===== src/adcc_pkg.sv =====
package adcc_pkg;

  localparam int unsigned ADCC_CLK_MHZ = 200;

  // register offsets
  localparam logic [4:0] ADCC_OFS_CTL0   = 5'h00;
  localparam logic [4:0] ADCC_OFS_CTL1   = 5'h02;
  localparam logic [4:0] ADCC_OFS_CTL2   = 5'h04;
  localparam logic [4:0] ADCC_OFS_WIN_LO = 5'h06;
  localparam logic [4:0] ADCC_OFS_WIN_HI = 5'h08;
  localparam logic [4:0] ADCC_OFS_MCTL   = 5'h0a;
  localparam logic [4:0] ADCC_OFS_RESULT = 5'h12;
  localparam logic [4:0] ADCC_OFS_IE     = 5'h1a;
  localparam logic [4:0] ADCC_OFS_IFG    = 5'h1c;
  localparam logic [4:0] ADCC_OFS_IV     = 5'h1e;

  // converter_control_zero fields
  localparam int ADCC_SHT_LSB = 8;
  localparam int ADCC_MSC_POS = 7;
  localparam int ADCC_ON_POS  = 4;
  localparam int ADCC_ENC_POS = 1;
  localparam int ADCC_SC_POS  = 0;

  // converter_control_one fields
  localparam int ADCC_SHS_LSB    = 10;
  localparam int ADCC_CFG1_LSB   = 1;
  localparam int ADCC_CONSEQ_LSB = 1;
  localparam int ADCC_BUSY_POS   = 0;

  // reset values
  localparam logic [15:0] ADCC_RST_CTL0   = 16'h0000;
  localparam logic [15:0] ADCC_RST_CTL1   = 16'h0000;
  localparam logic [15:0] ADCC_RST_CTL2   = 16'h1000;
  localparam logic [15:0] ADCC_RST_WIN_LO = 16'h0000;
  localparam logic [15:0] ADCC_RST_WIN_HI = 16'hff03;
  localparam logic [15:0] ADCC_RST_MCTL   = 16'h0000;
  localparam logic [15:0] ADCC_RST_RESULT = 16'h0000;
  localparam logic [15:0] ADCC_RST_IE     = 16'h0000;
  localparam logic [15:0] ADCC_RST_IFG    = 16'h0000;
  localparam logic [15:0] ADCC_RST_IV     = 16'h0000;

  typedef enum logic [1:0] {ADCC_IDLE, ADCC_SAMPLE, ADCC_CONVERT} adcc_state_t;

  // sampling period in i_clk_sys cycles per sample_time_select code
  function automatic logic [10:0] adcc_sample_cycles(input logic [3:0] code);
    case (code)
      4'h0:    adcc_sample_cycles = 11'd4;
      4'h1:    adcc_sample_cycles = 11'd8;
      4'h2:    adcc_sample_cycles = 11'd16;
      4'h3:    adcc_sample_cycles = 11'd32;
      4'h4:    adcc_sample_cycles = 11'd64;
      4'h5:    adcc_sample_cycles = 11'd96;
      4'h6:    adcc_sample_cycles = 11'd128;
      4'h7:    adcc_sample_cycles = 11'd192;
      4'h8:    adcc_sample_cycles = 11'd256;
      4'h9:    adcc_sample_cycles = 11'd384;
      4'ha:    adcc_sample_cycles = 11'd512;
      4'hb:    adcc_sample_cycles = 11'd768;
      default: adcc_sample_cycles = 11'd1024;
    endcase
  endfunction

endpackage


===== src/adcc_timer_if.sv =====
`timescale 1ns/1ps
interface adcc_timer_if;
  logic       start;
  logic       stop;
  logic [3:0] code;
  logic       active;
  logic       done;
  modport ctrl  (output start, output stop, output code, input active, input done);
  modport timer (input start, input stop, input code, output active, output done);
endinterface


===== src/adcc_control.sv =====
// Decided for this implementation: the strobed register port.
`timescale 1ns/1ps
// Notes on behaviour
// - sample time code picks 4..768 cycles; codes 12-15 give 1024 cycles
// - multi-sample clear: every sample-and-convert needs a new rising sample input edge
// - multi-sample set: first edge starts, later samples follow each finished conversion
// - multi-sample has no effect in single-channel single-conversion mode
// - sample time, multi-sample and power-on writable only while enable is zero
// - locked fields changed after enable clears act at once, even mid conversion
// - writing one to software start requests a conversion; bit clears itself
// - enable and software start may be set in one write
// - reserved bits of control zero read zero and ignore writes
// - source select 00 picks software start, other codes pick timer triggers
module adcc_control
  import adcc_pkg::*;
(
  // clock and reset
  input  wire logic        i_clk_sys,
  input  wire logic        i_nrst,
  // register port
  input  wire logic [4:0]  i_addr,
  input  wire logic [15:0] i_wdata,
  input  wire logic        i_wr,
  input  wire logic        i_rd,
  output logic      [15:0] o_rdata,
  // timer trigger pins
  input  wire logic [2:0]  i_timer_trig,
  // converter core
  input  wire logic        i_conv_done,
  input  wire logic [9:0]  i_conv_result,
  output wire logic        o_sample_hold,
  output logic             o_convert_start,
  output wire logic        o_converter_on,
  output wire logic        o_busy
);

  ////////////////////////////////////////////////////////////////////////////
  // registers
  logic [3:0]  sample_time_select;
  logic        multi_sample_auto;
  logic        converter_power_on;
  logic        conversion_enable_lock;
  logic        software_start;
  logic [10:0] ctl1_cfg;
  logic [15:0] ctl2;
  logic [15:0] win_lo;
  logic [15:0] win_hi;
  logic [15:0] mctl;
  logic [15:0] result;
  logic [15:0] int_en;
  logic [15:0] int_flags;
  logic [15:0] int_vec;
  adcc_state_t state;
  adcc_state_t next_state;
  logic        next_convert_start;
  logic        trig_edge;

  adcc_timer_if tmr ();

  ////////////////////////////////////////////////////////////////////////////
  // decode
  wire sel_ctl0   = (i_addr == ADCC_OFS_CTL0);
  wire sel_ctl1   = (i_addr == ADCC_OFS_CTL1);
  wire wr_ctl0    = i_wr && sel_ctl0;
  wire wr_ctl1    = i_wr && sel_ctl1;
  wire unlocked   = !conversion_enable_lock;
  wire wr_locked0 = wr_ctl0 && unlocked;
  wire next_enc   = wr_ctl0 ? i_wdata[ADCC_ENC_POS] : conversion_enable_lock;
  wire next_on    = wr_locked0 ? i_wdata[ADCC_ON_POS] : converter_power_on;
  wire sc_req     = wr_ctl0 && i_wdata[ADCC_SC_POS] && next_enc && next_on;
  wire [1:0] source_select = ctl1_cfg[ADCC_SHS_LSB-ADCC_CFG1_LSB +: 2];
  wire [1:0] conseq        = ctl1_cfg[ADCC_CONSEQ_LSB-ADCC_CFG1_LSB +: 2];
  wire seq_mode   = (conseq != 2'b00);
  wire msc_eff    = multi_sample_auto && seq_mode;
  wire run_ok     = conversion_enable_lock && converter_power_on;
  wire busy       = (state != ADCC_IDLE);
  wire auto_next  = i_conv_done && msc_eff && run_ok;

  wire [15:0] ctl0_view = {4'h0, sample_time_select, multi_sample_auto, 2'b00,
                           converter_power_on, 2'b00, conversion_enable_lock,
                           software_start};
  wire [15:0] ctl1_view = {4'h0, ctl1_cfg, busy};

  ////////////////////////////////////////////////////////////////////////////
  // register writes
  always_ff @(posedge i_clk_sys or negedge i_nrst) begin
    if (!i_nrst) begin
      sample_time_select     <= ADCC_RST_CTL0[ADCC_SHT_LSB +: 4];
      multi_sample_auto      <= ADCC_RST_CTL0[ADCC_MSC_POS];
      converter_power_on     <= ADCC_RST_CTL0[ADCC_ON_POS];
      conversion_enable_lock <= ADCC_RST_CTL0[ADCC_ENC_POS];
      software_start         <= ADCC_RST_CTL0[ADCC_SC_POS];
    end else begin
      software_start         <= sc_req;
      conversion_enable_lock <= next_enc;
      converter_power_on     <= next_on;
      if (wr_locked0) begin
        sample_time_select <= i_wdata[ADCC_SHT_LSB +: 4];
        multi_sample_auto  <= i_wdata[ADCC_MSC_POS];
      end
    end
  end

  always_ff @(posedge i_clk_sys or negedge i_nrst) begin
    if (!i_nrst) begin
      ctl1_cfg <= ADCC_RST_CTL1[ADCC_CFG1_LSB +: 11];
    end else if (wr_ctl1 && unlocked) begin
      ctl1_cfg <= i_wdata[ADCC_CFG1_LSB +: 11];
    end
  end

  always_ff @(posedge i_clk_sys or negedge i_nrst) begin
    if (!i_nrst) begin
      ctl2      <= ADCC_RST_CTL2;
      win_lo    <= ADCC_RST_WIN_LO;
      win_hi    <= ADCC_RST_WIN_HI;
      mctl      <= ADCC_RST_MCTL;
      int_en    <= ADCC_RST_IE;
      int_flags <= ADCC_RST_IFG;
      int_vec   <= ADCC_RST_IV;
    end else if (i_wr) begin
      case (i_addr)
        ADCC_OFS_CTL2:   ctl2      <= i_wdata;
        ADCC_OFS_WIN_LO: win_lo    <= i_wdata;
        ADCC_OFS_WIN_HI: win_hi    <= i_wdata;
        ADCC_OFS_MCTL:   mctl      <= i_wdata;
        ADCC_OFS_IE:     int_en    <= i_wdata;
        ADCC_OFS_IFG:    int_flags <= i_wdata;
        ADCC_OFS_IV:     int_vec   <= i_wdata;
        default: begin
        end
      endcase
    end
  end

  // a finished conversion wins over a software write in the same cycle
  always_ff @(posedge i_clk_sys or negedge i_nrst) begin
    if (!i_nrst) begin
      result <= ADCC_RST_RESULT;
    end else if (i_conv_done) begin
      result <= {6'h00, i_conv_result};
    end else if (i_wr && i_addr == ADCC_OFS_RESULT) begin
      result <= i_wdata;
    end
  end

  ////////////////////////////////////////////////////////////////////////////
  // read port: data valid only in the cycle after the strobe
  logic [15:0] rd_mux;
  always_comb begin
    case (i_addr)
      ADCC_OFS_CTL0:   rd_mux = ctl0_view;
      ADCC_OFS_CTL1:   rd_mux = ctl1_view;
      ADCC_OFS_CTL2:   rd_mux = ctl2;
      ADCC_OFS_WIN_LO: rd_mux = win_lo;
      ADCC_OFS_WIN_HI: rd_mux = win_hi;
      ADCC_OFS_MCTL:   rd_mux = mctl;
      ADCC_OFS_RESULT: rd_mux = result;
      ADCC_OFS_IE:     rd_mux = int_en;
      ADCC_OFS_IFG:    rd_mux = int_flags;
      ADCC_OFS_IV:     rd_mux = int_vec;
      default:         rd_mux = 16'h0000;
    endcase
  end

  always_ff @(posedge i_clk_sys or negedge i_nrst) begin
    if (!i_nrst) begin
      o_rdata <= 16'h0000;
    end else begin
      o_rdata <= i_rd ? rd_mux : 16'h0000;
    end
  end

  ////////////////////////////////////////////////////////////////////////////
  // trigger and sampling timer
  adcc_trigger u_trigger (
    .i_clk_sys    (i_clk_sys),
    .i_nrst       (i_nrst),
    .i_timer_trig (i_timer_trig),
    .i_sw_start   (software_start),
    .i_sel        (source_select),
    .o_edge       (trig_edge)
  );

  adcc_sample_timer u_timer (
    .i_clk_sys (i_clk_sys),
    .i_nrst    (i_nrst),
    .tmr       (tmr.timer)
  );

  wire edge_start = (state == ADCC_IDLE) && trig_edge && run_ok;
  assign tmr.start = edge_start || ((state == ADCC_CONVERT) && auto_next);
  assign tmr.stop  = !converter_power_on;
  assign tmr.code  = sample_time_select;

  ////////////////////////////////////////////////////////////////////////////
  // sequencing
  always_comb begin
    next_state         = state;
    next_convert_start = 1'b0;
    case (state)
      ADCC_IDLE: begin
        if (edge_start) begin
          next_state = ADCC_SAMPLE;
        end
      end
      ADCC_SAMPLE: begin
        if (tmr.done) begin
          next_state         = ADCC_CONVERT;
          next_convert_start = 1'b1;
        end
      end
      ADCC_CONVERT: begin
        if (i_conv_done) begin
          next_state = auto_next ? ADCC_SAMPLE : ADCC_IDLE;
        end
      end
      default: next_state = ADCC_IDLE;
    endcase
    if (!converter_power_on) begin
      next_state         = ADCC_IDLE;
      next_convert_start = 1'b0;
    end
  end

  always_ff @(posedge i_clk_sys or negedge i_nrst) begin
    if (!i_nrst) begin
      state           <= ADCC_IDLE;
      o_convert_start <= 1'b0;
    end else begin
      state           <= next_state;
      o_convert_start <= next_convert_start;
    end
  end

  assign o_sample_hold  = tmr.active;
  assign o_converter_on = converter_power_on;
  assign o_busy         = busy;
endmodule


===== src/adcc_sample_timer.sv =====
`timescale 1ns/1ps
module adcc_sample_timer
  import adcc_pkg::*;
(
  // clock and reset
  input  wire logic  i_clk_sys,
  input  wire logic  i_nrst,
  // control side
  adcc_timer_if.timer tmr
);

  logic [10:0] cnt;
  logic        active;
  wire  [10:0] period = adcc_sample_cycles(tmr.code);
  wire         last   = active && ((cnt + 11'd1) >= period);

  // code read live so a new setting acts at once
  always_ff @(posedge i_clk_sys or negedge i_nrst) begin
    if (!i_nrst) begin
      active <= 1'b0;
      cnt    <= 11'h000;
    end else if (tmr.stop) begin
      active <= 1'b0;
      cnt    <= 11'h000;
    end else if (tmr.start) begin
      active <= 1'b1;
      cnt    <= 11'h000;
    end else if (last) begin
      active <= 1'b0;
    end else if (active) begin
      cnt <= cnt + 11'd1;
    end
  end

  assign tmr.active = active;
  assign tmr.done   = last && !tmr.stop;
endmodule


===== src/adcc_trigger.sv =====
`timescale 1ns/1ps
module adcc_trigger
  import adcc_pkg::*;
(
  // clock and reset
  input  wire logic       i_clk_sys,
  input  wire logic       i_nrst,
  // trigger sources
  input  wire logic [2:0] i_timer_trig,
  input  wire logic       i_sw_start,
  input  wire logic [1:0] i_sel,
  // rising edge of the selected sample input
  output wire logic       o_edge
);

  logic [2:0] sync_a;
  logic [2:0] sync_b;
  logic       prev;

  // pins pass two flops before use
  always_ff @(posedge i_clk_sys or negedge i_nrst) begin
    if (!i_nrst) begin
      sync_a <= 3'h0;
      sync_b <= 3'h0;
    end else begin
      sync_a <= i_timer_trig;
      sync_b <= sync_a;
    end
  end

  wire sel_level = (i_sel == 2'b00) ? i_sw_start : sync_b[i_sel - 2'd1];

  always_ff @(posedge i_clk_sys or negedge i_nrst) begin
    if (!i_nrst) begin
      prev <= 1'b0;
    end else begin
      prev <= sel_level;
    end
  end

  assign o_edge = sel_level && !prev;

endmodule


===== config.mk =====
export PLATFORM = sky130hd
export DESIGN_NAME = adcc_control
export DESIGN_NICKNAME = d
export VERILOG_FILES = /design/src/adcc_pkg.sv /design/src/adcc_timer_if.sv /design/src/adcc_control.sv /design/src/adcc_sample_timer.sv /design/src/adcc_trigger.sv
export SDC_FILE = /design/constraint.sdc
export NUM_CORES = 1
export LEC_CHECK = 0
export BUFFER_PORTS_ARGS = -buffer_cell sky130_fd_sc_hd__clkbuf_2
export CELL_PAD_IN_SITES_DETAIL_PLACEMENT = 0
export CELL_PAD_IN_SITES_GLOBAL_PLACEMENT = 1
export CORE_UTILIZATION = 53
export CTS_BUF_LIST = sky130_fd_sc_hd__clkbuf_16
export DETAILED_ROUTE_END_ITERATION = 10
export GPL_TIMING_DRIVEN = 0
export PLACE_DENSITY = 0.86
export SETUP_SLACK_MARGIN = 0.05
export SYNTH_ARGS = -nofsm -noshare
export SYNTH_HDL_FRONTEND = slang
export SYNTH_SLANG_ARGS = --single-unit

===== constraint.sdc =====
create_clock -name i_clk_sys -period 6.3 [get_ports i_clk_sys]
set_input_delay 0.63 -clock i_clk_sys [delete_from_list [all_inputs] [get_ports i_clk_sys]]
set_output_delay 0.63 -clock i_clk_sys [all_outputs]
set_load 0.01 [all_outputs]

==> metrics.md, run 1 <==
| Metric | Value |
|---|---|
| Status | `finished clean` |
| Post-CTS Resized | `0` |
| Max FO, Critical Path | `10` |
| EDFF count, synth | `0` |
| Mean routed wirelength per cell | `22.5 um` |
| Net Sw Frac | `27.1%` |
| Clk pwr share | `35.8%` |
| Worst-Skew Late Latency | `around 0.44 ns` |
| Initial antenna violation count | `0` |
| Mean area per synthesized cell | `12.6 um2` |
| Clk buf depth | `2` |
| Die width | `around 130 um` |
| Die area | `16,600 um2` |
| Setup TNS | `0 ns` |
| Worst Skew | `0.00686 ns` |
| Area contributors post-synth | `dfrtp_1, mux2_2, a22oi_1` |
| Tmin final | `3.49 ns` |
| R2r setup slk | `roughly 2.8 ns` |
| Setup violators final | `0` |
| Max Cap Viol | `0` |
| Cells after synthesis | `roughly 680` |
| Crit path kind | `register to register` |
| Post-Syn Nets | `about 730` |
| R2R Path Start | `u_timer.cnt[0]` |
| Worst IR Drop VDD | `0.000211 V` |
| Switch Pwr | `0.783 mW` |
| Total Routing Usage GR | `28.2%` |
| Slew headroom | `about 28%` |
| Std cell rows | `46` |
| DRC | `0` |
| Die height | `129 um` |
| CP required | `about 6.6 ns` |
| Vias per cell | `slightly above 6` |
| Total of warnings raised by yosys | `0` |
| Vias in the first global route | `about 6,200` |
| Hold Buf Count CTS | `0` |
| Post-synth cell types | `67` |
| FF+latch count, synth | `~190` |
| Total grt overflow | `0` |
| Hold slack final | `0.220 ns` |
| FF-to-FF End | `state[0]` |
| FFs w/ async S/R, synth | `100%` |
| Initial Util | `roughly 54%` |
| PwrDens | `300 nW/um2` |
| Static Leak | `around 4.4 nW` |
| Nets | `roughly 800` |
| Sequential power share | `between 50% and 60%` |
| Antenna-violating nets left | `0` |
| Yosys top cell area share | `between 50% and 60%` |
| CTS tree | `yes` |
| Post-synthesis sequential area ratio | `about 54%` |
| FF/Latch Area | `between 4000 and 5000 um2` |
| RD Place Congestion | `roughly 0.87` |
| CTS sink cnt | `between 150 and 200` |
| Root Driver | `clkbuf_16` |
| Number of buffers created by CTS | `17` |
| Fillers | `between 1,000 and 1,500` |
| Ports | `between 50 and 60` |
| CP Launch Type | `register` |
| Detail Placement HPWL | `between 10 and 15 mm` |
| Setup Buffers After CTS | `0` |
| Multi-input logic area | `~3600 um2` |
| Routed WL | `22.0 mm` |
| Synth area leader | `dfrtp_1` |
| Commonest register cell after synthesis | `dfrtp_1` |
| Synthesized cell area | `around 8500 um2` |
| Data arrival, critical path | `around 3.8 ns` |
| Worst-margin pin slew | `approximately 1.1 ns` |
| Via count | `around 6,100` |
| RSZ-0062 raised after global routing | `false` |
| Fmax | `between 0.2 and 0.3 GHz` |
| Crit share post-route | `55.4%` |
| Largest net degree at the start of global routing | `around 100` |
| Final Hold Vio Count | `0` |
| Pint | `between 2 and 2.5 mW` |
| H-tree depth | `4` |
| DR iter-0 viols | `roughly 490` |
| Syn-to-layout area delta | `13.1%` |
| Worst Reg-to-Reg Cells | `10` |
| Core ar. | `15,800 um2` |
| Global-route wire length before repair | `34.3 mm` |
| DR pass1 iterations | `6` |
| Comb power frac | `13.1%` |
| Count of pins over their slew limit | `0` |
| Clock-pin slew on the worst setup and hold paths | `0.07 ns` |
| Setup crit end kind | `register` |
| Share of layout cells above drive strength 1 | `a little under a third` |
| Min-Delay Path Class | `input pin to asynchronous set/reset pin` |
| Ant. Diodes | `0` |
| I/O Buffers | `49` |
worst max path at each step:
stage | depth (start not counted) | to | start
floorplan | 11 | u_timer.cnt[8] | u_timer.cnt[0]
global placement | 1 | int_flags[6] | i_nrst
detailed placement | 10 | state[0] | u_timer.cnt[0]
CTS | 10 | state[0] | u_timer.cnt[0]
global route | 10 | state[0] | u_timer.cnt[0]
finish | 10 | state[0] | u_timer.cnt[0]
logic make-up after synthesis:
kind of cell	Yosys count	share of synthesized area (%)
flip-flops	185	54.5
AO/OA/AOI/OAI	147	12.1
multiplexers	143	19.0
AND/OR/NAND/NOR	129	8.75
buffers and inverters	52	2.95
adder cells (fa/ha/maj)	12	1.76
XOR/XNOR	10	1.03
synth_stat cells (12+ instances only):
| cell type | count |
|---|---|
| nand3_1 | 12 |
| mux2_2 | 103 |
| clkbuf_1 | 22 |
| a22oi_1 | 51 |
| dfrtp_1 | 174 |
| buf_2 | 16 |
| mux2i_1 | 13 |
| nand2_1 | 38 |
| and3_1 | 17 |
| ha_1 | 12 |
| mux2_1 | 21 |
| a21oi_1 | 25 |
| o21ai_0 | 21 |
power by group through the flow:
stage | registers (mW) | logic, mW | clock network (mW)
after floorplan | 1.46 | 0.266 | 0
after global placement | 1.48 | 0.356 | 0
after detailed placement | 1.49 | 0.381 | 0
after CTS | 1.47 | 0.383 | 1.04
after global routing | 1.49 | 0.420 | 1.09
final | 1.48 | 0.380 | 1.04
metrics by stage:
step	utilization (%)	total power, mW	std cells	area, um2	setup slack [ns]
3_5_place_dp	57.6	1.87	944	9080	2.83
5_1_grt	61.2	3.00	976	9650	2.55
2_1_floorplan	-	1.73	678	8530	3.52
3_3_place_gp	57.3	1.84	943	9040	1.38
6_report	61.2	2.89	976	9650	2.81
4_1_cts	61.2	2.89	976	9650	2.81
layout by cell type (no fill, tap or decap), types with 6 or more instances in the layout:
cell type,n
clkbuf_1,22
mux2i_1,13
clkbuf_2,50
nand3_1,12
mux2_4,6
o21ai_0,21
dfstp_2,11
or3_1,9
a31oi_1,7
mux2_2,103
clkbuf_16,17
mux2_1,21
and3_1,17
dfrtp_1,174
a21oi_1,25
nand2_1,38
buf_2,16
a22oi_1,51
a222oi_1,8
ha_1,12
nor2_1,6
o2111ai_1,6
xor2_1,7
critical path, stage by stage, from the launching register on:
cell and delay, ns:
dfrtp_1 0.44, ha_1 0.27, nand3_1 0.16, nor3_1 0.32, xor2_1 0.11, ha_1 0.33
nand3_1 0.31, nor3b_1 0.68, clkbuf_1 0.40, nor4b_1 0.18, o2bb2ai_1 0.16
metal layers:
metal / part of all wire, % / global-route usage [%] / wire [um] / vias to the layer above
met5: 0 / 0 / 0 / -
met4: 3.0 / 11.8 / 658 / 0
met3: 6.2 / 4.99 / 1370 / 51
met2: 49 / 46.6 / 10900 / 235
met1: 41 / 36.9 / 9080 / 3107
li1: - / - / - / 2680
sequential cells by signal, indices dropped and copies added (netlist names), 2 cells and up:
| name | flops |
|---|---|
| ctl1_cfg | 11 |
| ctl2 | 16 |
| int_en | 16 |
| int_flags | 16 |
| int_vec | 16 |
| mctl | 16 |
| o_rdata | 16 |
| result | 16 |
| sample_time_select | 4 |
| state | 2 |
| u_timer.cnt | 11 |
| u_trigger.sync_a | 3 |
| u_trigger.sync_b | 3 |
| win_hi | 16 |
| win_lo | 16 |
cell type report:
class | count | area share (%)
timing repair buffer | 50 | 2.92
clock inverter | 15 | 1.47
multi-input combinational | 441 | 37.7
inverter | 5 | 0.195
buffer | 47 | 2.41
clock buffer | 17 | 4.41
sequential | 185 | 48.1
tap | 216 | 2.80
Note: power is estimated with default switching activity, not from simulation.
==> run 2: changes to the inputs <==
Settings changed: CORE_UTILIZATION 53 to 50, PLACE_DENSITY 0.86 to 0.82.
Clock period 6.3 ns to 3.3 ns, I/O delays scaled along.
==> run 2 against run 1 <==
  * Combinational power grew 97%
  * Maximum frequency grew 15%
  * Final cell count grew 0.51%
  * Worst hold slack lost 0.22 ns
  * Register-to-register slack lost 2.5 ns
  * The run now ends with hold timing left
  * First-iteration DRC count shrank 11%
  * Utilization shrank 2.9 points
  * Clock-buffer cell count is the same
  * Setup slack lost 2.5 ns
  * Largest power group unchanged
  * Sequential cell count is the same
==> metrics.md, run 2 (synthesis gave the netlist of run 1 again) <==
| Metric | Value |
|---|---|
| Status | `complete, but fails checks` |
| Violated checks | `hold timing` |
| Global-route wire length before repair | `between 30 and 40 mm` |
| Worst IR Drop VDD | `~0.0004 V` |
| Most frequent cells in the layout | `dfrtp_1, mux2_2, clkbuf_2, a22oi_1, nand2_1` |
| Pre-CTS setup slack | `-0.158 ns` |
| Vias in the first global route | `roughly 6,300` |
| I/O Buffers | `49` |
| Die height | `about 130 um` |
| Total Routing Usage GR | `a little over a quarter` |
| Fmax | `~0.33 GHz` |
| CP Launch Type | `register` |
| Root Driver | `clkbuf_16` |
| Crit path kind | `register to register` |
| Count of pins over their slew limit | `0` |
| Vias per cell | `around 6.1` |
| Setup crit end kind | `register` |
| Slew headroom | `roughly a quarter` |
| Data arrival, critical path | `approximately 3.3 ns` |
| Clock-pin slew on the worst setup and hold paths | `0.07 ns` |
| Core ar. | `around 17,000 um2` |
| DR iter-0 viols | `438` |
| Share of layout cells above drive strength 1 | `a little under a third` |
| Final Hold Vio Count | `2` |
| Die width | `between 100 and 150 um` |
| Via count | `6,033` |
| DR pass1 iterations | `5` |
| Largest net degree at the start of global routing | `100` |
| Util after Layout | `roughly three fifths` |
| Worst-Skew Late Latency | `0.44 ns` |
| Nets | `799` |
| CTS sink cnt | `185` |
| Std cell rows | `47` |
| CP required | `about 3.6 ns` |
| PwrDens | `between 500 and 600 nW/um2` |
| Worst-margin pin slew | `1.13 ns` |
| Syn-to-layout area delta | `13.8%` |
| Setup TNS | `0 ns` |
| Ant. Diodes | `0` |
| Initial antenna violation count | `0` |
| Max FO, Critical Path | `10` |
| Routed WL | `between 20 and 25 mm` |
| RD Place Congestion | `around 0.84` |
| Number of buffers created by CTS | `17` |
| Total grt overflow | `0` |
| RSZ-0062 raised after global routing | `false` |
| Worst Skew | `roughly 0.011 ns` |
| CTS tree | `yes` |
| Min-Delay Path Class | `input pin to register` |
| Hold slack final | `-0.000908 ns` |
| Initial Util | `around 50%` |
| Detail Placement HPWL | `about 15 mm` |
| Clk buf depth | `2` |
| Die area | `~18,000 um2` |
| Static Leak | `between 4 and 5 nW` |
| Final WS setup | `roughly 0.26 ns` |
| Setup violators final | `0` |
| Ports | `a little under 60` |
| Max Cap Viol | `0` |
| Final Power | `approximately 5.6 mW` |
| Commonest non-fill, non-tap cell in the layout | `dfrtp_1` |
| DRC | `0` |
| H-tree depth | `4` |
| Mean routed wirelength per cell | `approximately 22 um` |
| Tmin final | `3.04 ns` |
| Crit share post-route | `between 90% and 100%` |
| Antenna-violating nets left | `0` |
==> run 2: changes by cell type in the layout (fill, tap and decap cells not counted), moves of 2 or more <==
cell,before,now
clkinv_4,4,2
clkbuf_2,50,52
clkbuf_1,22,19
dlygate4sd3_1,0,2
==> run 2: layer usage <==
layer | vias to the layer above | global-route usage [%] | wire [um]
li1 | 2680 | - | -
met1 | 3133 | 35.2 | 9420
met2 | 176 | 43.8 | 10900
met3 | 44 | 4.79 | 1150
met4 | 0 | 10.7 | 565
met5 | - | 0 | 0
==> run 2: area by class of cell <==
type | count | area [um2]
fillers | 1357 | 6940
plain buffers | 46 | 231
well taps | 220 | 275
clock inverters | 15 | 150
multi-input cells | 441 | 3650
clock buffers | 17 | 425
inverters | 5 | 18.8
repair buffers | 52 | 302
flip-flops and latches | 185 | 4640
==> run 2: critical path, cell delays in order, from the launching register on <==
cell      delay [ns]
dfrtp_1         0.44
ha_1            0.27
and3_1          0.21
and3_1          0.20
xor2_1          0.15
ha_1            0.33
a21oi_1         0.14
o221ai_1        0.13
nor3b_4         0.20
clkbuf_2        0.20
nor4b_2         0.48
o32ai_1         0.14
==> run 2: metrics by stage <==
| stage | std cells | instance area, um2 |
|---|---|---|
| 2_1_floorplan | 678 | 8530 |
| 6_report | 981 | 9700 |
| 4_1_cts | 982 | 9690 |
| 5_1_grt | 981 | 9700 |
| 3_5_place_dp | 948 | 9080 |
| 3_3_place_gp | 947 | 9050 |
==> run 2: where the power goes <==
group / leakage, nW / switching, mW / total, mW / internal, mW
clock: 0.285 / 0.898 / 2.02 / 1.12
sequential: 2.37 / 0.198 / 2.82 / 2.62
combinational: 1.74 / 0.382 / 0.750 / 0.368
total: 4.40 / 1.48 / 5.58 / 4.11
==> run 2: worst paths after layout <==
check	end	start	slack, ns	cells after the start
max in group asynchronous	win_hi[1]	i_nrst	1.89	3
setup / recovery	state[1]	u_timer.cnt[0]	0.26	11
min in group asynchronous	u_timer.cnt[4]	i_nrst	0.49	2
setup reg to reg	state[1]	u_timer.cnt[0]	0.26	11
hold reg to reg	u_trigger.sync_b[1]	u_trigger.sync_a[1]	0.35	0
hold / removal	u_trigger.sync_a[0]	i_timer_trig[0]	-0.0009	1
==> run 2: timing repair <==
action	4_1_cts	5_1_grt
hold buffers	2	0
endpoints found under the hold margin	33	0
buffers inserted	0	0
gates resized for setup	2	8
setup endpoints to repair	15	15
==> run 3: changes to the inputs <==
Settings changed: CTS_BUF_LIST sky130_fd_sc_hd__clkbuf_16 to unset.
==> run 3 against run 2 <==
  * The flow now finishes without violations
  * Via count down 0.43%
  * Combinational power about the same
  * Sequential power about the same
  * Die area unchanged
  * Clock-buffer cell count up 3
  * Final cell count unchanged
  * Maximum frequency down 0.31%
==> metrics.md, run 3 (synthesis gave the netlist of run 1 again) <==
| Metric | Value |
|---|---|
| Max Cap Viol | `0` |
| Non-Filler Instances | `981` |
| CP startpoint | `u_timer.cnt[0]` |
| Mean routed wirelength per cell | `between 20 and 25 um` |
| DR pass1 iterations | `5` |
| Setup Buffers After CTS | `0` |
| Die area | `approximately 18,000 um2` |
| Root Driver | `clkbuf_16` |
| Nets | `799` |
| Worst IR Drop VDD | `between 0.0004 and 0.0005 V` |
| Clk buf depth | `2` |
| Fmax | `0.328 GHz` |
| Initial antenna violation count | `0` |
| Switch Pwr | `1.48 mW` |
| Antenna-violating nets left | `0` |
| Pint | `~4.2 mW` |
| Share of layout cells above drive strength 1 | `around a third` |
| CP Launch Type | `register` |
| Count of pins over their slew limit | `0` |
| CTS tree | `yes` |
| Worst-margin pin slew | `1.20 ns` |
| Initial Util | `between 50% and 60%` |
| Ant. Diodes | `0` |
| Tmin final | `slightly above 3 ns` |
| CTS sink cnt | `185` |
| Critical-path cell list | `ha_1 -> and3_1 -> and3_1 -> xor2_1 -> ha_1 -> a21oi_1 -> o221ai_1 -> nor3b_4 -> clkbuf_2 -> nor4b_2 -> o32ai_1` |
| R2R Path Start | `u_timer.cnt[0]` |
| Commonest non-fill, non-tap cell in the layout | `dfrtp_1` |
| H-tree depth | `4` |
| Crit path kind | `register to register` |
| Routed WL | `22.1 mm` |
| Clock-pin slew on the worst setup and hold paths | `0.07 ns` |
| Worst Reg-to-Reg Cells | `11` |
| Vias in the first global route | `~6,300` |
| Max stage delay on crit path | `0.48 ns` |
| Total grt overflow | `0` |
| Hold depth | `1` |
| Status | `finished clean` |
| Total Routing Usage GR | `26.7%` |
| Placed cells | `948` |
| Worst-Skew Late Latency | `0.44 ns` |
| Hold Path Sink | `u_trigger.sync_a[1]` |
| Net Sw Frac | `26.3%` |
| Hold path start | `i_timer_trig[1]` |
| Worst Skew | `0.00918 ns` |
| Number of buffers created by CTS | `17` |
| PwrDens | `580 nW/um2` |
| Sequential power share | `roughly 50%` |
| Die width | `approximately 130 um` |
| FF-to-FF End | `state[1]` |
| Via count | `6,007` |
| Largest net degree at the start of global routing | `100` |
| RD Place Congestion | `about 0.84` |
| Global-route wire length before repair | `about 35 mm` |
| Slew headroom | `19.9%` |
| Data arrival, critical path | `3.34 ns` |
| Clk pwr share | `36.7%` |
| Vias per cell | `just over 6` |
| CP max-delay cell | `nor4b_2` |
| DR iter-0 viols | `between 400 and 500` |
| Setup violators final | `0` |
| Detail Placement HPWL | `14.6 mm` |
| CP required | `3.59 ns` |
| RSZ-0062 raised after global routing | `false` |
| Die height | `approximately 130 um` |
| Setup TNS | `0 ns` |
| Final Hold Vio Count | `0` |
| Setup crit end kind | `register` |
| Crit share post-route | `92.3%` |
| Min-Delay Path Class | `input pin to register` |
| Util after Layout | `between 50% and 60%` |
| Most frequent cells in the layout | `dfrtp_1, mux2_2, clkbuf_2, a22oi_1, nand2_1` |
| DRC | `0` |
| Syn-to-layout area delta | `14.0%` |
| Final Power | `roughly 5.6 mW` |
| Hold slack final | `0.00497 ns` |
| Max FO, Critical Path | `10` |
| Comb power frac | `between 10% and 20%` |
| I/O Buffers | `49` |
| Core ar. | `16,600 um2` |
| Static Leak | `roughly 4.4 nW` |
| Ports | `59` |
| R2r setup slk | `around 0.25 ns` |
| Std cell rows | `47` |
==> run 3: routing by layer <==
layer	wire, um	up-vias	global-route usage [%]
li1	-	2676	-
met1	9630	3152	35.3
met2	11100	145	44.0
met3	922	34	4.60
met4	475	0	10.3
met5	0	-	0
==> run 3: stage by stage <==
step	setup slack [ns]	cell area, um2
2_1_floorplan	0.525	8530
3_3_place_gp	-1.32	9050
3_5_place_dp	-0.158	9080
4_1_cts	0.0605	9710
5_1_grt	0.0868	9720
6_report	0.253	9720
==> run 3: power by group through the flow <==
| stage | Sequential (mW) | Clock [mW] | Combinational (mW) |
|---|---|---|---|
| final | 2.82 | 2.07 | 0.751 |
| after global routing | 2.85 | 2.16 | 0.830 |
| after CTS | 2.81 | 2.09 | 0.741 |
| after detailed placement | 2.85 | 0 | 0.728 |
| after global placement | 2.82 | 0 | 0.684 |
| after floorplan | 2.79 | 0 | 0.507 |
==> run 3: worst max-delay path, delay by kind of cell, from the launching register on <==
kind	cells	cell delay, ns
adder cells (fa/ha/maj)	2	0.60
flip-flops	1	0.44
AO/OA/AOI/OAI	3	0.41
XOR/XNOR	1	0.15
buffers and inverters	1	0.20
AND/OR/NAND/NOR	4	1.10
==> run 3: cell type report <==
cell class,instances,area [um2]
inverter,5,18.8
clock inverter,12,139
multi-input combinational,441,3650
timing repair buffer,52,302
clock buffer,20,457
tap,220,275
fill,1352,6920
buffer,46,231
sequential,185,4640
==> run 3: timing repair <==
action / CTS / global route
endpoints found under the hold margin: 31 / 0
gates resized for setup: 2 / 8
endpoints found under the setup margin: 15 / 15
hold buffers: 2 / 0
==> run 3: worst max-delay path by stage <==
stage | end | slack [ns] | cells after the start
after floorplan | u_timer.cnt[8] | 0.52 | 11
after global placement | result[5] | -1.32 | 1
after detailed placement | u_timer.cnt[6] | -0.16 | 10
after CTS | u_timer.cnt[6] | 0.06 | 10
after global routing | state[1] | 0.09 | 11
final | state[1] | 0.25 | 11
